[src/wds_watchdog_regs.svh]
`ifndef WDS_WATCHDOG_REGS_SVH
`define WDS_WATCHDOG_REGS_SVH

// mode register location in the expanded register group
`define WDS_MODE_BANK 4'hf
`define WDS_MODE_OFFSET 8'h0f

// mode register field positions
`define WDS_SEL_LSB 0
`define WDS_SEL_MSB 1
`define WDS_HALT_BIT 2
`define WDS_STOP_BIT 3

// mode register reset values (stop bit documented as 1)
`define WDS_RST_SEL 2'h0
`define WDS_RST_HALT 1'b1
`define WDS_RST_STOP 1'b1

// terminal counts for the four taps, in rc oscillator periods
`define WDS_TAP0 16'h00ff
`define WDS_TAP1 16'h03ff
`define WDS_TAP2 16'h0fff
`define WDS_TAP3 16'hffff

// write window length in processor cycles
`define WDS_WIN_CYCLES 6'h3c

// power-on reset duration in rc oscillator periods
`define WDS_POR_TICKS 8'h40

// condition flag values driven when the refresh executes
`define WDS_FLAG_Z 1'b0
`define WDS_FLAG_S 1'b0
`define WDS_FLAG_V 1'b0

`endif
[src/wds_pkg.sv]
package wds_pkg;

  // reset sequencer states
  typedef enum logic [1:0] {
    WDS_BROWN,
    WDS_POR,
    WDS_RUN
  } wds_state_t;

  // timeout tap selection
  typedef logic [1:0] wds_tap_t;

endpackage

[src/wds_watchdog.sv]
`timescale 1ns/1ps
`default_nettype none
`include "wds_watchdog_regs.svh"

// Functional notes
// one-shot counter resets core at terminal count
// inactive until first refresh instruction executes
// each refresh restarts count from zero
// counter clocked by on-chip rc oscillator
// refresh instruction updates zero, sign, overflow flags
// power-on reset timer also uses rc oscillator
// mode bits 0-1 select timeout tap
// mode bit 2 enables counting while halted
// mode bit 3 enables stop counting, default 1
// mode bits 4-7 reserved, no effect
// writes accepted only first 60 processor cycles
// later writes ignored until next reset/recovery
// mode register is write-only, no read path
// decoded at bank f, address 0fh
// stop-mode counting runs from rc oscillator
// option selects watchdog enabled at power-on
// brown-out holds reset, then full power-on sequence
// reset pin driven low, pull-up off, during por
// tap counts and bit 0-2 resets are constants
// watchdog reset clears enable unless option set
module wds_watchdog
  import wds_pkg::*;
(
  input wire logic CLK_SYS,
  input wire logic SYS_RST,
  input wire logic RC_OSC,
  input wire logic BROWNOUT,
  input wire logic OPT_WDT_AT_POR,
  input wire logic RST_PIN_I,
  output logic RST_PIN_O,
  output logic RST_PIN_OE,
  output logic RST_PULLUP_EN,
  output logic CORE_RST,
  input wire logic PROC_CYC,
  input wire logic WDT_EXEC,
  input wire logic CPU_HALTED,
  input wire logic CPU_STOPPED,
  input wire logic STOP_RECOVER,
  input wire logic [3:0] REG_BANK,
  input wire logic [7:0] REG_ADDR,
  input wire logic [7:0] REG_WDATA,
  input wire logic REG_WR,
  output logic FLAG_WE,
  output logic FLAG_Z,
  output logic FLAG_S,
  output logic FLAG_V,
  output logic WDT_ACTIVE,
  output logic WIN_OPEN
);

  import wds_pkg::*;

  logic rc_s1_q;
  logic rc_s2_q;
  logic rc_s3_q;
  logic bo_s1_q;
  logic bo_s2_q;
  logic opt_s1_q;
  logic opt_s2_q;
  logic pin_s1_q;
  logic pin_s2_q;
  logic rc_tick;
  wds_state_t state_q;
  logic [7:0] por_cnt_q;
  logic in_reset;
  logic [3:0] mode_q;
  logic wr_hit;
  logic [5:0] win_cnt_q;
  logic win_open_q;
  logic active_q;
  logic [15:0] wd_cnt_q;
  logic [15:0] tap_val;
  logic cnt_en;
  logic expire;
  logic core_rst_q;
  logic pin_oe_q;
  logic pullup_q;
  logic flag_we_q;
  logic flag_z_q;
  logic flag_s_q;
  logic flag_v_q;

  // pins are asynchronous to CLK_SYS, two flops before any use
  // rc pin: third flop only feeds the edge detect, never the first
  always_ff @(posedge CLK_SYS)
  begin
    if (SYS_RST)
    begin
      rc_s1_q <= 1'b0;
      rc_s2_q <= 1'b0;
      rc_s3_q <= 1'b0;
    end
    else
    begin
      rc_s1_q <= RC_OSC;
      rc_s2_q <= rc_s1_q;
      rc_s3_q <= rc_s2_q;
    end
  end

  // brown-out level; pulses shorter than a clock may go unseen
  always_ff @(posedge CLK_SYS)
  begin
    if (SYS_RST)
    begin
      bo_s1_q <= 1'b0;
      bo_s2_q <= 1'b0;
    end
    else
    begin
      bo_s1_q <= BROWNOUT;
      bo_s2_q <= bo_s1_q;
    end
  end

  // otp option is static, synced only to stay in one clock domain
  always_ff @(posedge CLK_SYS)
  begin
    if (SYS_RST)
    begin
      opt_s1_q <= 1'b0;
      opt_s2_q <= 1'b0;
    end
    else
    begin
      opt_s1_q <= OPT_WDT_AT_POR;
      opt_s2_q <= opt_s1_q;
    end
  end

  // reset pin echo; resets high so no false low follows reset
  always_ff @(posedge CLK_SYS)
  begin
    if (SYS_RST)
    begin
      pin_s1_q <= 1'b1;
      pin_s2_q <= 1'b1;
    end
    else
    begin
      pin_s1_q <= RST_PIN_I;
      pin_s2_q <= pin_s1_q;
    end
  end

  // one enable per rc period; the crystal may stop, this does not
  assign rc_tick = rc_s2_q & ~rc_s3_q;

  // reset sequencer: brown-out hold, por timing, run
  always_ff @(posedge CLK_SYS)
  begin
    if (SYS_RST)
    begin
      state_q <= WDS_POR;
      por_cnt_q <= 8'h00;
    end
    else
    begin
      case (state_q)
        WDS_BROWN:
        begin
          por_cnt_q <= 8'h00;
          if (!bo_s2_q)
            state_q <= WDS_POR;
        end
        WDS_POR:
        begin
          if (bo_s2_q)
            state_q <= WDS_BROWN;
          else if (rc_tick)
          begin
            // por duration counted in rc periods
            if (por_cnt_q == `WDS_POR_TICKS - 8'h01)
            begin
              state_q <= WDS_RUN;
              por_cnt_q <= 8'h00;
            end
            else
              por_cnt_q <= por_cnt_q + 8'h01;
          end
        end
        WDS_RUN:
        begin
          por_cnt_q <= 8'h00;
          if (bo_s2_q)
            state_q <= WDS_BROWN;
          else if (expire)
            state_q <= WDS_POR;
        end
        default:
        begin
          state_q <= WDS_POR;
          por_cnt_q <= 8'h00;
        end
      endcase
    end
  end

  // the external pin also resets the core, but restarts no sequence
  assign in_reset = (state_q != WDS_RUN) | ~pin_s2_q;

  // core reset and pin drive; pin is not driven under brown-out
  always_ff @(posedge CLK_SYS)
  begin
    if (SYS_RST)
    begin
      core_rst_q <= 1'b1;
      pin_oe_q <= 1'b1;
      pullup_q <= 1'b0;
    end
    else
    begin
      core_rst_q <= in_reset;
      pin_oe_q <= (state_q == WDS_POR);
      pullup_q <= (state_q != WDS_POR);
    end
  end

  assign CORE_RST = core_rst_q;
  assign RST_PIN_OE = pin_oe_q;
  assign RST_PULLUP_EN = pullup_q;

  // open-drain style: only ever drives low
  always_ff @(posedge CLK_SYS)
  begin
    RST_PIN_O <= 1'b0;
  end

  // write window, reopened by every reset and stop recovery
  always_ff @(posedge CLK_SYS)
  begin
    if (SYS_RST || in_reset || STOP_RECOVER)
    begin
      win_cnt_q <= 6'h00;
      win_open_q <= 1'b1;
    end
    else if (win_open_q && PROC_CYC)
    begin
      if (win_cnt_q == `WDS_WIN_CYCLES - 6'h01)
        win_open_q <= 1'b0;
      else
        win_cnt_q <= win_cnt_q + 6'h01;
    end
  end

  assign WIN_OPEN = win_open_q;

  // decode: bank f, offset 0fh, write strobe only
  always_comb
  begin
    if (REG_WR && REG_BANK == `WDS_MODE_BANK && REG_ADDR == `WDS_MODE_OFFSET)
      wr_hit = 1'b1;
    else
      wr_hit = 1'b0;
  end

  // mode register; reserved upper bits are never stored
  always_ff @(posedge CLK_SYS)
  begin
    if (SYS_RST || in_reset)
    begin
      mode_q[`WDS_SEL_MSB:`WDS_SEL_LSB] <= `WDS_RST_SEL;
      mode_q[`WDS_HALT_BIT] <= `WDS_RST_HALT;
      mode_q[`WDS_STOP_BIT] <= `WDS_RST_STOP;
    end
    else if (wr_hit && win_open_q)
      mode_q <= REG_WDATA[3:0];
    // no read path exists, contents never reach the bus
  end

  // tap select sets the terminal count
  always_comb
  begin
    case (wds_tap_t'(mode_q[`WDS_SEL_MSB:`WDS_SEL_LSB]))
      2'h0: tap_val = `WDS_TAP0;
      2'h1: tap_val = `WDS_TAP1;
      2'h2: tap_val = `WDS_TAP2;
      default: tap_val = `WDS_TAP3;
    endcase
  end

  // enable latch; reset clears it unless the option forces it on
  always_ff @(posedge CLK_SYS)
  begin
    if (SYS_RST)
      active_q <= 1'b0;
    else if (in_reset)
      active_q <= opt_s2_q;
    else if (WDT_EXEC)
      active_q <= 1'b1;
  end

  assign WDT_ACTIVE = active_q;

  // counting gated by halt and stop bits; stop relies on rc ticks
  assign cnt_en = active_q & rc_tick
    & (~CPU_HALTED | mode_q[`WDS_HALT_BIT])
    & (~CPU_STOPPED | mode_q[`WDS_STOP_BIT]);
  assign expire = cnt_en & (wd_cnt_q == tap_val);

  // refresh wins over a counting tick in the same cycle, but not over the tick that expires
  always_ff @(posedge CLK_SYS)
  begin
    if (SYS_RST || in_reset)
      wd_cnt_q <= 16'h0000;
    else if (WDT_EXEC)
      wd_cnt_q <= 16'h0000;
    else if (cnt_en && !expire)
      wd_cnt_q <= wd_cnt_q + 16'h0001;
  end

  // condition flags handed back to the core on each refresh
  always_ff @(posedge CLK_SYS)
  begin
    if (SYS_RST)
    begin
      flag_we_q <= 1'b0;
      flag_z_q <= 1'b0;
      flag_s_q <= 1'b0;
      flag_v_q <= 1'b0;
    end
    else
    begin
      flag_we_q <= WDT_EXEC & ~in_reset;
      if (WDT_EXEC)
      begin
        flag_z_q <= `WDS_FLAG_Z;
        flag_s_q <= `WDS_FLAG_S;
        flag_v_q <= `WDS_FLAG_V;
      end
    end
  end

  assign FLAG_WE = flag_we_q;
  assign FLAG_Z = flag_z_q;
  assign FLAG_S = flag_s_q;
  assign FLAG_V = flag_v_q;

endmodule // wds_watchdog

`default_nettype wire

[config.mk]
export PLATFORM = sky130hd
export DESIGN_NAME = wds_watchdog
export DESIGN_NICKNAME = d
export VERILOG_FILES = /design/src/wds_pkg.sv /design/src/wds_watchdog.sv
export VERILOG_INCLUDE_DIRS = /design/src
export SDC_FILE = /design/constraint.sdc
export NUM_CORES = 1
export LEC_CHECK = 0
export BUFFER_PORTS_ARGS = -buffer_cell sky130_fd_sc_hd__clkbuf_2
export CELL_PAD_IN_SITES_DETAIL_PLACEMENT = 1
export CELL_PAD_IN_SITES_GLOBAL_PLACEMENT = 1
export CORE_MARGIN = 2
export CORE_UTILIZATION = 45
export CTS_BUF_LIST = sky130_fd_sc_hd__clkbuf_16
export CTS_CLUSTER_DIAMETER = 30
export CTS_CLUSTER_SIZE = 28
export DETAILED_ROUTE_END_ITERATION = 8
export PLACE_DENSITY_LB_ADDON = 0.12
export SLEW_MARGIN = 20
export SYNTH_ARGS = -nofsm -noshare
export SYNTH_HDL_FRONTEND = slang
export SYNTH_SLANG_ARGS = --single-unit
export TNS_END_PERCENT = 1
[constraint.sdc]
create_clock -name CLK_SYS -period 3.3 [get_ports CLK_SYS]
set_input_delay 0.825 -clock CLK_SYS [delete_from_list [all_inputs] [get_ports CLK_SYS]]
set_output_delay 0.825 -clock CLK_SYS [all_outputs]
set_load 0.1 [all_outputs]
==> results of run 1 <==
-- worst max-delay path, stage by stage (launching register included) --
cell	delay (ps)
dfxtp_1	390
ha_1	230
and4_1	340
nand2_1	150
a221oi_4	710
or4_1	230
a21oi_1	60
-- routing by layer --
layer / part of all wire / global-route usage / vias to the layer above
met4: 0.011 / 0.0491 / 0
met5: 0 / 0 / -
met2: 0.54 / 0.356 / 23
li1: - / - / 1020
met3: 0.025 / 0.0367 / 6
met1: 0.43 / 0.219 / 981
-- cell usage after synthesis (2+ instances only) --
cell type  instances  area (µm²)
a21oi_1           19        95.1
and3_1             3        18.8
and4_1             4        35.0
buf_4              4        30.0
buf_6              2        22.5
clkbuf_1           5        18.8
dfxtp_1           51        1020
ha_1               3        37.5
inv_1              5        18.8
mux2i_1            6        60.1
nand2_1           16        60.1
nand2b_1           7        43.8
nand3_1           13        65.1
nand4_1            9        56.3
nand4b_1           2        17.5
nor2_1            21        78.8
nor2b_1           11        68.8
nor3_1             4        20.0
nor4_1             2        12.5
o211ai_1           2        15.0
o21ai_0            6        30.0
o21ai_1            2        10.0
o31ai_1           12        90.1
o41ai_1            2        17.5
or2_2              2        12.5
or3_1              3        18.8
or4_1             11        82.6
xnor2_1            3        26.3
xor2_1             8        70.1
-- where the power goes --
part	switching, mW	internal, mW	leakage [nW]
Combinational	0.0443	0.0213	0.446
Clock	0.230	0.360	0.0804
Sequential	0.00440	0.623	0.413
Total	0.278	1.00	0.940
-- worst min-delay path by stage --
stage,cells past startpoint,to
6_report,1,pin_s2_q$_SDFF_PP1_
5_1_grt,1,pin_s2_q$_SDFF_PP1_
4_1_cts,1,pin_s2_q$_SDFF_PP1_
3_5_place_dp,1,pin_s2_q$_SDFF_PP1_
3_3_place_gp,1,pin_s2_q$_SDFF_PP1_
2_1_floorplan,1,pin_s2_q$_SDFF_PP1_
-- logic make-up after synthesis --
logic type / Yosys count / synth area share
other: 1 / 0.00160
DFF: 51 / 0.435
buffers and inverters: 17 / 0.0400
AOI/OAI and AO/OA: 53 / 0.157
xor gates and xnor gates: 11 / 0.0410
and+or+nand+nor: 116 / 0.284
muxes: 6 / 0.0256
adders and majority gates: 3 / 0.0160
-- layout make-up --
class                      instances  share of cell area
multi-input combinational        193               0.456
clock buffer                       5              0.0458
tap                               70              0.0321
sequential                        51               0.374
timing repair buffer              36              0.0687
inverter                           5             0.00687
clock inverter                     3              0.0169
-- per-stage QoR --
stage	cells	hold WS (ps)	worst slack, ps	instance area (µm²)	utilization
detailed placement	355	396	942	2560	0.504
CTS	363	414	1050	2730	0.538
finish	363	409	1060	2730	0.538
floorplan	261	389	1030	2360	-
global route	363	441	818	2730	0.538
global placement	355	392	945	2560	0.504
-- cell usage in the layout (no fill, tap or decap), types with 3 or more instances in the layout --
master / instances
dfxtp_1: 51
clkbuf_2: 33
nor2_1: 21
a21oi_1: 19
nand2_1: 16
nand3_1: 13
o31ai_1: 12
nor2b_1: 11
or4_1: 11
nand4_1: 9
xor2_1: 8
nand2b_1: 7
o21ai_0: 6
mux2i_1: 6
inv_1: 5
clkbuf_16: 5
nor3_1: 4
and4_1: 4
conb_1: 4
and3_1: 3
or3_1: 3
xnor2_1: 3
ha_1: 3
buf_4: 3
-- state kept, by name, summed over array words and instances, names as in the netlist, 2 cells and up --
register / count
wd_cnt_q: 16
por_cnt_q: 8
win_cnt_q: 6
mode_q: 4
state_q: 2
==> impl_metrics.py, run 1 <==
metrics = {
    "timing": {
        "drv_slew": 0,
        "period_share": 0.678,
        "relSlewSlack": 0.401,
        "min_period_ps": 2240,
        "tightest_slew_ps": 899,
        "rsz0062_at_grt": "no",
        "setup_viol": 0,
        "hold_violations": 0,
        "clock_skew_ps": 4.71,
        "fin_setup_tns_ps": 0,
        "timing.fmax_mhz": 447,
    },
    "floorplan": {
        "initial_core_util": 0.463,
        "dieArea_um2": 5810,
        "fp.dieW_um": 76.2,
        "core_area_um2": 5070,
        "die-height_um": 76.2,
        "rows": 26,
        "io-pin-count": 42,
    },
    "logic_synthesis": {
        "syn_inst": 258,
        "synth_area_um2": 2350,
        "yosys_warnings": 0,
        "async_reset_ff_frac": 0,
        "ys.flop_type": "dfxtp_1",
        "synthDistinctLibCells": 49,
        "yosysSeqAreaShare": 0.435,
        "synth_edf_count": 0,
        "ys_seq_elements": 51,
        "syn_area_per_cell_um2": 9.10,
    },
    "placement": {
        "place.detailed.hpwl_mm": 3.72,
        "place_congestion": 0.777,
        "portBuffers": 33,
    },
    "worst_hold_path": {
        "hp-class": "reg -> reg",
        "hold_start": "pin_s1_q$_SDFF_PP1_",
    },
    "routing": {
        "detail_route.iter0.violations": 66,
        "viasPerCell": 5.59,
        "drt_pass1_iterations": 4,
        "ant_nets": 0,
        "vias": 2030,
        "drc": 0,
        "wl_per_cell_um": 14.1,
        "wirelength_mm": 5.11,
    },
    "power": {
        "p_per_area_nw_per_um2": 469,
        "ir_drop_uv": 273,
        "power_mw": 1.28,
        "leakage_nw": 0.940,
    },
    "clocking": {
        "clk_pin_slew_worst_paths_ps": 70,
        "htree_levels": 2,
        "cts-root-buf": "clkbuf_16",
        "insertion_delay_ps": 290,
        "cts_tree": "yes",
        "cts_max_path_buffers": 2,
        "hold_buffers": 0,
        "cts_made_buffers": 5,
        "clock-sinks": 51,
        "cts_resized": 0,
        "cts_setup_buffers": 0,
    },
    "grt": {
        "grt_pass1_wl_mm": 9.25,
        "grt_max_degree": 27,
        "first_global_vias": 2116,
        "antenna_found_initial": 0,
        "grt.total_usage": 0.190,
        "grt_remaining_overflow": 0,
    },
    "final_layout": {
        "diodes": 0,
        "area_growth_pct": 16.3,
        "multi_input_area_um2": 1240,
        "seqCellArea_um2": 1020,
        "n_fill_cell": 624,
        "drive_gt1_frac": 0.177,
        "layout.nets": 327,
    },
    "setup_path": {
        "crit_path_max_fanout": 25,
        "endpoint": "wd_cnt_q[11]$_SDFFE_PP0P_",
        "crit_required_ps": 3470,
        "ff2ff_setup_slack_ps": 1060,
        "startpoint": "wd_cnt_q[0]$_SDFFE_PP0P_",
        "worstPathArrival_ps": 2410,
        "r2r-end": "wd_cnt_q[11]$_SDFFE_PP0P_",
        "timing.rr.start": "wd_cnt_q[0]$_SDFFE_PP0P_",
        "r2r_cells": 6,
        "critPathCaptureType": "flip-flop",
        "crit_path_start_kind": "flip-flop",
        "critical_path_class": "reg -> reg",
    },
    "status": {
        "status": "finished, final reports clean",
    },
    "job": {
        "cap_violations": 0,
    },
}
Note: power is estimated with default switching activity, not from simulation.
==> run 2, diff against run 1 <==
--- a/config.mk
+++ b/config.mk
@@ -10,7 +10,7 @@
 export CELL_PAD_IN_SITES_DETAIL_PLACEMENT = 1
 export CELL_PAD_IN_SITES_GLOBAL_PLACEMENT = 1
 export CORE_MARGIN = 2
-export CORE_UTILIZATION = 45
+export CORE_UTILIZATION = 41
 export CTS_BUF_LIST = sky130_fd_sc_hd__clkbuf_16
 export CTS_CLUSTER_DIAMETER = 30
 export CTS_CLUSTER_SIZE = 28
==> constraint.sdc (replaced) <==
create_clock -name CLK_SYS -period 2.2 [get_ports CLK_SYS]
set_input_delay 0.55 -clock CLK_SYS [delete_from_list [all_inputs] [get_ports CLK_SYS]]
set_output_delay 0.55 -clock CLK_SYS [all_outputs]
set_load 0.1 [all_outputs]
==> run 2 against run 1 <==
  * Largest cell class unchanged
  * Sequential share of layout area is 0.16 points lower
  * Die area is 9.2% higher
  * First-iteration DRC count is 6.1% higher
  * Sequential power is 50% higher
  * Count of clock-buffer cells in the layout stayed put
  * Highest routed layer unchanged
  * Largest power group unchanged
  * Maximum frequency is 12% higher
  * Via count is 0.25% higher
  * Clock power is 34% higher
==> impl_metrics.py, run 2 (synthesis gave the netlist of run 1 again) <==
metrics = {
    "status": {
        "status": "finished, final reports clean",
    },
    "power": {
        "p_seq_frac": 0.513,
        "p_int_mw": 1.40,
        "pwr-share-comb": 0.054,
        "swShare": 0.235,
        "ir_drop_uv": 390,
        "leakage_nw": 0.953,
        "p_per_area_nw_per_um2": 667,
        "p_clk_frac": 0.432,
        "power_switching_uw": 431,
        "power_mw": 1.83,
    },
    "routing": {
        "wl_per_cell_um": 13.9,
        "vias": 2035,
        "wirelength_mm": 5.12,
        "drt_pass1_iterations": 4,
        "detail_route.iter0.violations": 70,
        "ant_nets": 0,
        "viasPerCell": 5.51,
        "drc": 0,
    },
    "timing": {
        "drv_slew": 0,
        "fin_setup_tns_ps": 0,
        "period_share": 0.906,
        "hold_violations": 0,
        "min_period_ps": 1990,
        "layout_setup_ws_ps": 207,
        "setup_viol": 0,
        "tightest_slew_ps": 547,
        "timing.fmax_mhz": 502,
        "rsz0062_at_grt": "no",
        "clock_skew_ps": 5.83,
        "relSlewSlack": 0.637,
    },
    "placement": {
        "place.detailed.hpwl_mm": 3.86,
        "placed_cells": 361,
        "place_congestion": 0.728,
        "placed_cell_area_um2": 2590,
        "dp_slack_ps": 205,
        "portBuffers": 33,
    },
    "job": {
        "cap_violations": 0,
    },
    "setup_path": {
        "crit_required_ps": 2420,
        "crit_path_start_kind": "flip-flop",
        "critPathCaptureType": "flip-flop",
        "critical_path.cell_chain": "ha_1 -> and4_1 -> nand2_1 -> a221oi_4 -> buf_4 -> or4_1 -> a21oi_1",
        "worstPathArrival_ps": 2210,
        "crit_path_max_fanout": 20,
        "cp_slowest_cell": "or4_1",
        "slowest_delay_ps": 470,
        "critical_path_class": "reg -> reg",
    },
    "grt": {
        "grt_max_degree": 27,
        "first_global_vias": 2047,
        "grt.total_usage": 0.179,
        "antenna_found_initial": 0,
        "grt_remaining_overflow": 0,
        "grt_pass1_wl_mm": 9.20,
    },
    "floorplan": {
        "io-pin-count": 42,
        "die-height_um": 79.7,
        "fp.dieW_um": 79.7,
        "core_area_um2": 5510,
        "rows": 27,
        "initial_core_util": 0.426,
        "dieArea_um2": 6350,
    },
    "final_layout": {
        "reg_top3": "wd_cnt_q: 16 flops, por_cnt_q: 8 flops, win_cnt_q: 6 flops",
        "layout.nets": 331,
        "diodes": 0,
        "area_growth_pct": 16.9,
        "largest_reg_flops": 16,
        "top_register": "wd_cnt_q",
        "final_cell_mix": "dfxtp_1 (50), clkbuf_2 (33), nor2_1 (21), a21oi_1 (19), nand2_1 (16)",
        "seqCellArea_um2": 1020,
        "drive_gt1_frac": 0.192,
        "layout_commonest_cell": "dfxtp_1",
        "final_cells": 369,
        "fin_area_um2": 2750,
        "multi_input_area_um2": 1240,
        "n_fill_cell": 655,
    },
    "clocking": {
        "cts_setup_buffers": 0,
        "htree_levels": 2,
        "cts_tree": "yes",
        "insertion_delay_ps": 290,
        "cts_max_path_buffers": 2,
        "hold_buffers": 0,
        "cts_made_buffers": 5,
        "cts_resized": 0,
        "clk_pin_slew_worst_paths_ps": 70,
        "cts-root-buf": "clkbuf_16",
        "clock-sinks": 51,
    },
    "worst_hold_path": {
        "hp-class": "reg -> reg",
    },
}
run 2: changes by cell type in the layout (fill, tap and decap cells not counted):
cell and delta:
inv_8 +1, dfxtp_2 +1, buf_4 +4, dfxtp_1 -1
bufinv_16 -1
run 2: cell type report:
cell class,count,share of cell area
Multi-Input combinational cell,193,0.453
Sequential cell,51,0.372
Timing Repair Buffer,40,0.0793
Clock buffer,5,0.0456
Tap cell,72,0.0328
Clock inverter,3,0.0100
Inverter,5,0.00683
run 2: worst paths after layout:
check / from / endpoint / slack, ps / cells past startpoint
max: wd_cnt_q[0]$_SDFFE_PP0P_ / wd_cnt_q[9]$_SDFFE_PP0P_ / 210 / 7
min: pin_s1_q$_SDFF_PP1_ / pin_s2_q$_SDFF_PP1_ / 420 / 1
max reg2reg: wd_cnt_q[0]$_SDFFE_PP0P_ / wd_cnt_q[9]$_SDFFE_PP0P_ / 210 / 7
min reg2reg: pin_s1_q$_SDFF_PP1_ / pin_s2_q$_SDFF_PP1_ / 420 / 1
run 2: per-stage QoR:
step	util	hold slack, ps
3_3_place_gp	0.471	392
2_1_floorplan	-	389
4_1_cts	0.499	422
6_report	0.499	416
3_5_place_dp	0.471	404
5_1_grt	0.499	437
run 2: worst max-delay path: cells and delay by family (launching register included):
kind / cells / cell delay [ps]
buf+inv: 1 / 220
compound gates: 2 / 210
simple gates: 3 / 910
fa+ha+maj: 1 / 230
flops: 1 / 340
run 2: routing by layer:
metal  share of wire  up-vias  track usage
li1                -     1025            -
met1            0.47      992        0.218
met2            0.50       14        0.319
met3           0.017        4       0.0305
met4          0.0088        0       0.0586
met5               0        -            0
run 2: power groups by stage:
stage	Combinational [mW]	Clock [mW]	Sequential [mW]
2_1_floorplan	0.0613	0	0.972
3_3_place_gp	0.0996	0	0.961
3_5_place_dp	0.101	0	0.962
4_1_cts	0.101	0.818	0.940
5_1_grt	0.109	0.848	0.941
6_report	0.0998	0.792	0.940
==> run 3, diff against run 2 <==
--- a/config.mk
+++ b/config.mk
@@ -12,10 +12,11 @@
 export CORE_MARGIN = 2
 export CORE_UTILIZATION = 41
 export CTS_BUF_LIST = sky130_fd_sc_hd__clkbuf_16
-export CTS_CLUSTER_DIAMETER = 30
+export CTS_CLUSTER_DIAMETER = 120
 export CTS_CLUSTER_SIZE = 28
 export DETAILED_ROUTE_END_ITERATION = 8
-export PLACE_DENSITY_LB_ADDON = 0.12
+export PLACE_DENSITY = 0.79
+export SKIP_CTS_REPAIR_TIMING = 1
 export SLEW_MARGIN = 20
 export SYNTH_ARGS = -nofsm -noshare
 export SYNTH_HDL_FRONTEND = slang
==> run 3 against run 2 <==
  * Die area unchanged
  * Maximum frequency up 1.7%
  * Routed wire length up 7.1%
  * Flip-flop and latch count unchanged
  * Final cell count down 0.27%
  * Worst setup slack better by 33 ps
  * Combinational power about the same
  * Hold slack worse by 0.78 ps
  * Power down 0.97%
  * Count of clock-buffer cells in the layout unchanged
  * Core utilization about the same
  * Largest power group unchanged
==> impl_metrics.py, run 3 (synthesis gave the netlist of run 1 again) <==
metrics = {
    "status": {
        "status": "finished, final reports clean",
    },
    "worst_hold_path": {
        "hold-path-cell-count": 1,
        "hold_start": "pin_s1_q$_SDFF_PP1_",
        "hp-class": "reg -> reg",
        "hold_path_end": "pin_s2_q$_SDFF_PP1_",
    },
    "setup_path": {
        "worstPathArrival_ps": 2180,
        "ff2ff_setup_slack_ps": 240,
        "timing.rr.start": "wd_cnt_q[0]$_SDFFE_PP0P_",
        "r2r-end": "wd_cnt_q[14]$_SDFFE_PP0P_",
        "critPathCaptureType": "flip-flop",
        "r2r_cells": 7,
        "startpoint": "wd_cnt_q[0]$_SDFFE_PP0P_",
        "crit_required_ps": 2420,
        "crit_path_max_fanout": 25,
        "crit_path_start_kind": "flip-flop",
        "critical_path_class": "reg -> reg",
    },
    "placement": {
        "portBuffers": 33,
        "place_congestion": 0.780,
        "dp_slack_ps": 265,
        "place.detailed.hpwl_mm": 3.97,
    },
    "routing": {
        "wl_per_cell_um": 14.9,
        "vias": 2039,
        "detail_route.iter0.violations": 85,
        "wirelength_mm": 5.49,
        "ant_nets": 0,
        "viasPerCell": 5.54,
        "drc": 0,
        "drt_pass1_iterations": 4,
    },
    "grt": {
        "grt_max_degree": 27,
        "grt_remaining_overflow": 0,
        "grt_pass1_wl_mm": 9.61,
        "first_global_vias": 2161,
        "antenna_found_initial": 0,
        "grt.total_usage": 0.188,
    },
    "floorplan": {
        "fp.dieW_um": 79.7,
        "initial_core_util": 0.426,
        "io-pin-count": 42,
        "dieArea_um2": 6350,
        "die-height_um": 79.7,
        "core_area_um2": 5510,
        "rows": 27,
    },
    "power": {
        "p_per_area_nw_per_um2": 661,
        "pwr-share-comb": 0.056,
        "p_int_mw": 1.39,
        "ir_drop_uv": 502,
        "p_clk_frac": 0.426,
        "power_switching_uw": 425,
        "leakage_nw": 0.950,
        "p_seq_frac": 0.518,
        "swShare": 0.234,
    },
    "clocking": {
        "cts_tree": "yes",
        "clock-sinks": 51,
        "clk_pin_slew_worst_paths_ps": 70,
        "cts-root-buf": "clkbuf_16",
        "cts_max_path_buffers": 2,
        "insertion_delay_ps": 290,
        "cts_made_buffers": 5,
        "htree_levels": 2,
    },
    "timing": {
        "tightest_slew_ps": 555,
        "timing.fmax_mhz": 510,
        "setup_viol": 0,
        "clock_skew_ps": 4.44,
        "layout_setup_ws_ps": 240,
        "hold_violations": 0,
        "period_share": 0.891,
        "relSlewSlack": 0.631,
        "rsz0062_at_grt": "no",
        "drv_slew": 0,
        "min_period_ps": 1960,
        "fin_setup_tns_ps": 0,
    },
    "final_layout": {
        "layout.nets": 330,
        "layout_commonest_cell": "dfxtp_1",
        "final_cell_mix": "dfxtp_1 (50), clkbuf_2 (33), nor2_1 (21), a21oi_1 (19), nand2_1 (16)",
        "drive_gt1_frac": 0.186,
        "reg_top3": "wd_cnt_q: 16 flops, por_cnt_q: 8 flops, win_cnt_q: 6 flops",
        "diodes": 0,
        "top_register": "wd_cnt_q",
        "final_util": 0.498,
        "area_growth_pct": 16.8,
        "largest_reg_flops": 16,
    },
    "job": {
        "cap_violations": 0,
    },
}
[run 3: cell count changes in the layout (fill, tap and decap cells not counted), sizes merged]
cell,change
buf,-1
[run 3: stage by stage]
step / area, µm² / std cells / hold WS [ps] / power (mW)
final: 2740 / 368 / 416 / 1.81
after global routing: 2740 / 368 / 451 / 1.88
after CTS: 2740 / 368 / 419 / 1.84
after detailed placement: 2600 / 360 / 402 / 1.06
after global placement: 2600 / 360 / 393 / 1.06
after floorplan: 2360 / 261 / 389 / 1.03
[run 3: how the worst max path moves through the flow]
stage	end	slack (ps)	cells past startpoint
2_1_floorplan	mode_q[2]$_SDFFE_PP1P_	50	4
3_3_place_gp	wd_cnt_q[14]$_SDFFE_PP0P_	310	7
3_5_place_dp	wd_cnt_q[9]$_SDFFE_PP0P_	260	7
4_1_cts	wd_cnt_q[9]$_SDFFE_PP0P_	230	7
5_1_grt	wd_cnt_q[7]$_SDFFE_PP0P_	110	7
6_report	wd_cnt_q[14]$_SDFFE_PP0P_	240	7
[run 3: area by class of cell]
type,instances,area (µm²)
inverters,5,18.8
clock buffers,5,125
clock inverters,3,20.0
flip-flops and latches,51,1020
fillers,650,2760
well taps,72,90.1
repair buffers,39,223
multi-input cells,193,1240
[run 3: worst max-delay path: stages, from the launching register on]
cell and delay, ps:
dfxtp_1 350, ha_1 250, and4_1 280, nand2_1 160, a221oi_4 60, buf_12 180, or4_1 470, a21oi_1 150
[run 3: metal layers]
metal	track usage	wire length, µm	up-vias
li1	-	-	1018
met3	0.0351	102	5
met1	0.226	2470	999
met4	0.0534	49	0
met5	0	0	-
met2	0.341	2860	17
[run 3: power groups by stage]
stage	sequential [mW]	combinational [mW]	clock (mW)
4_1_cts	0.940	0.102	0.793
2_1_floorplan	0.972	0.0613	0
3_3_place_gp	0.961	0.0991	0
3_5_place_dp	0.961	0.101	0
6_report	0.940	0.101	0.773
5_1_grt	0.941	0.110	0.833
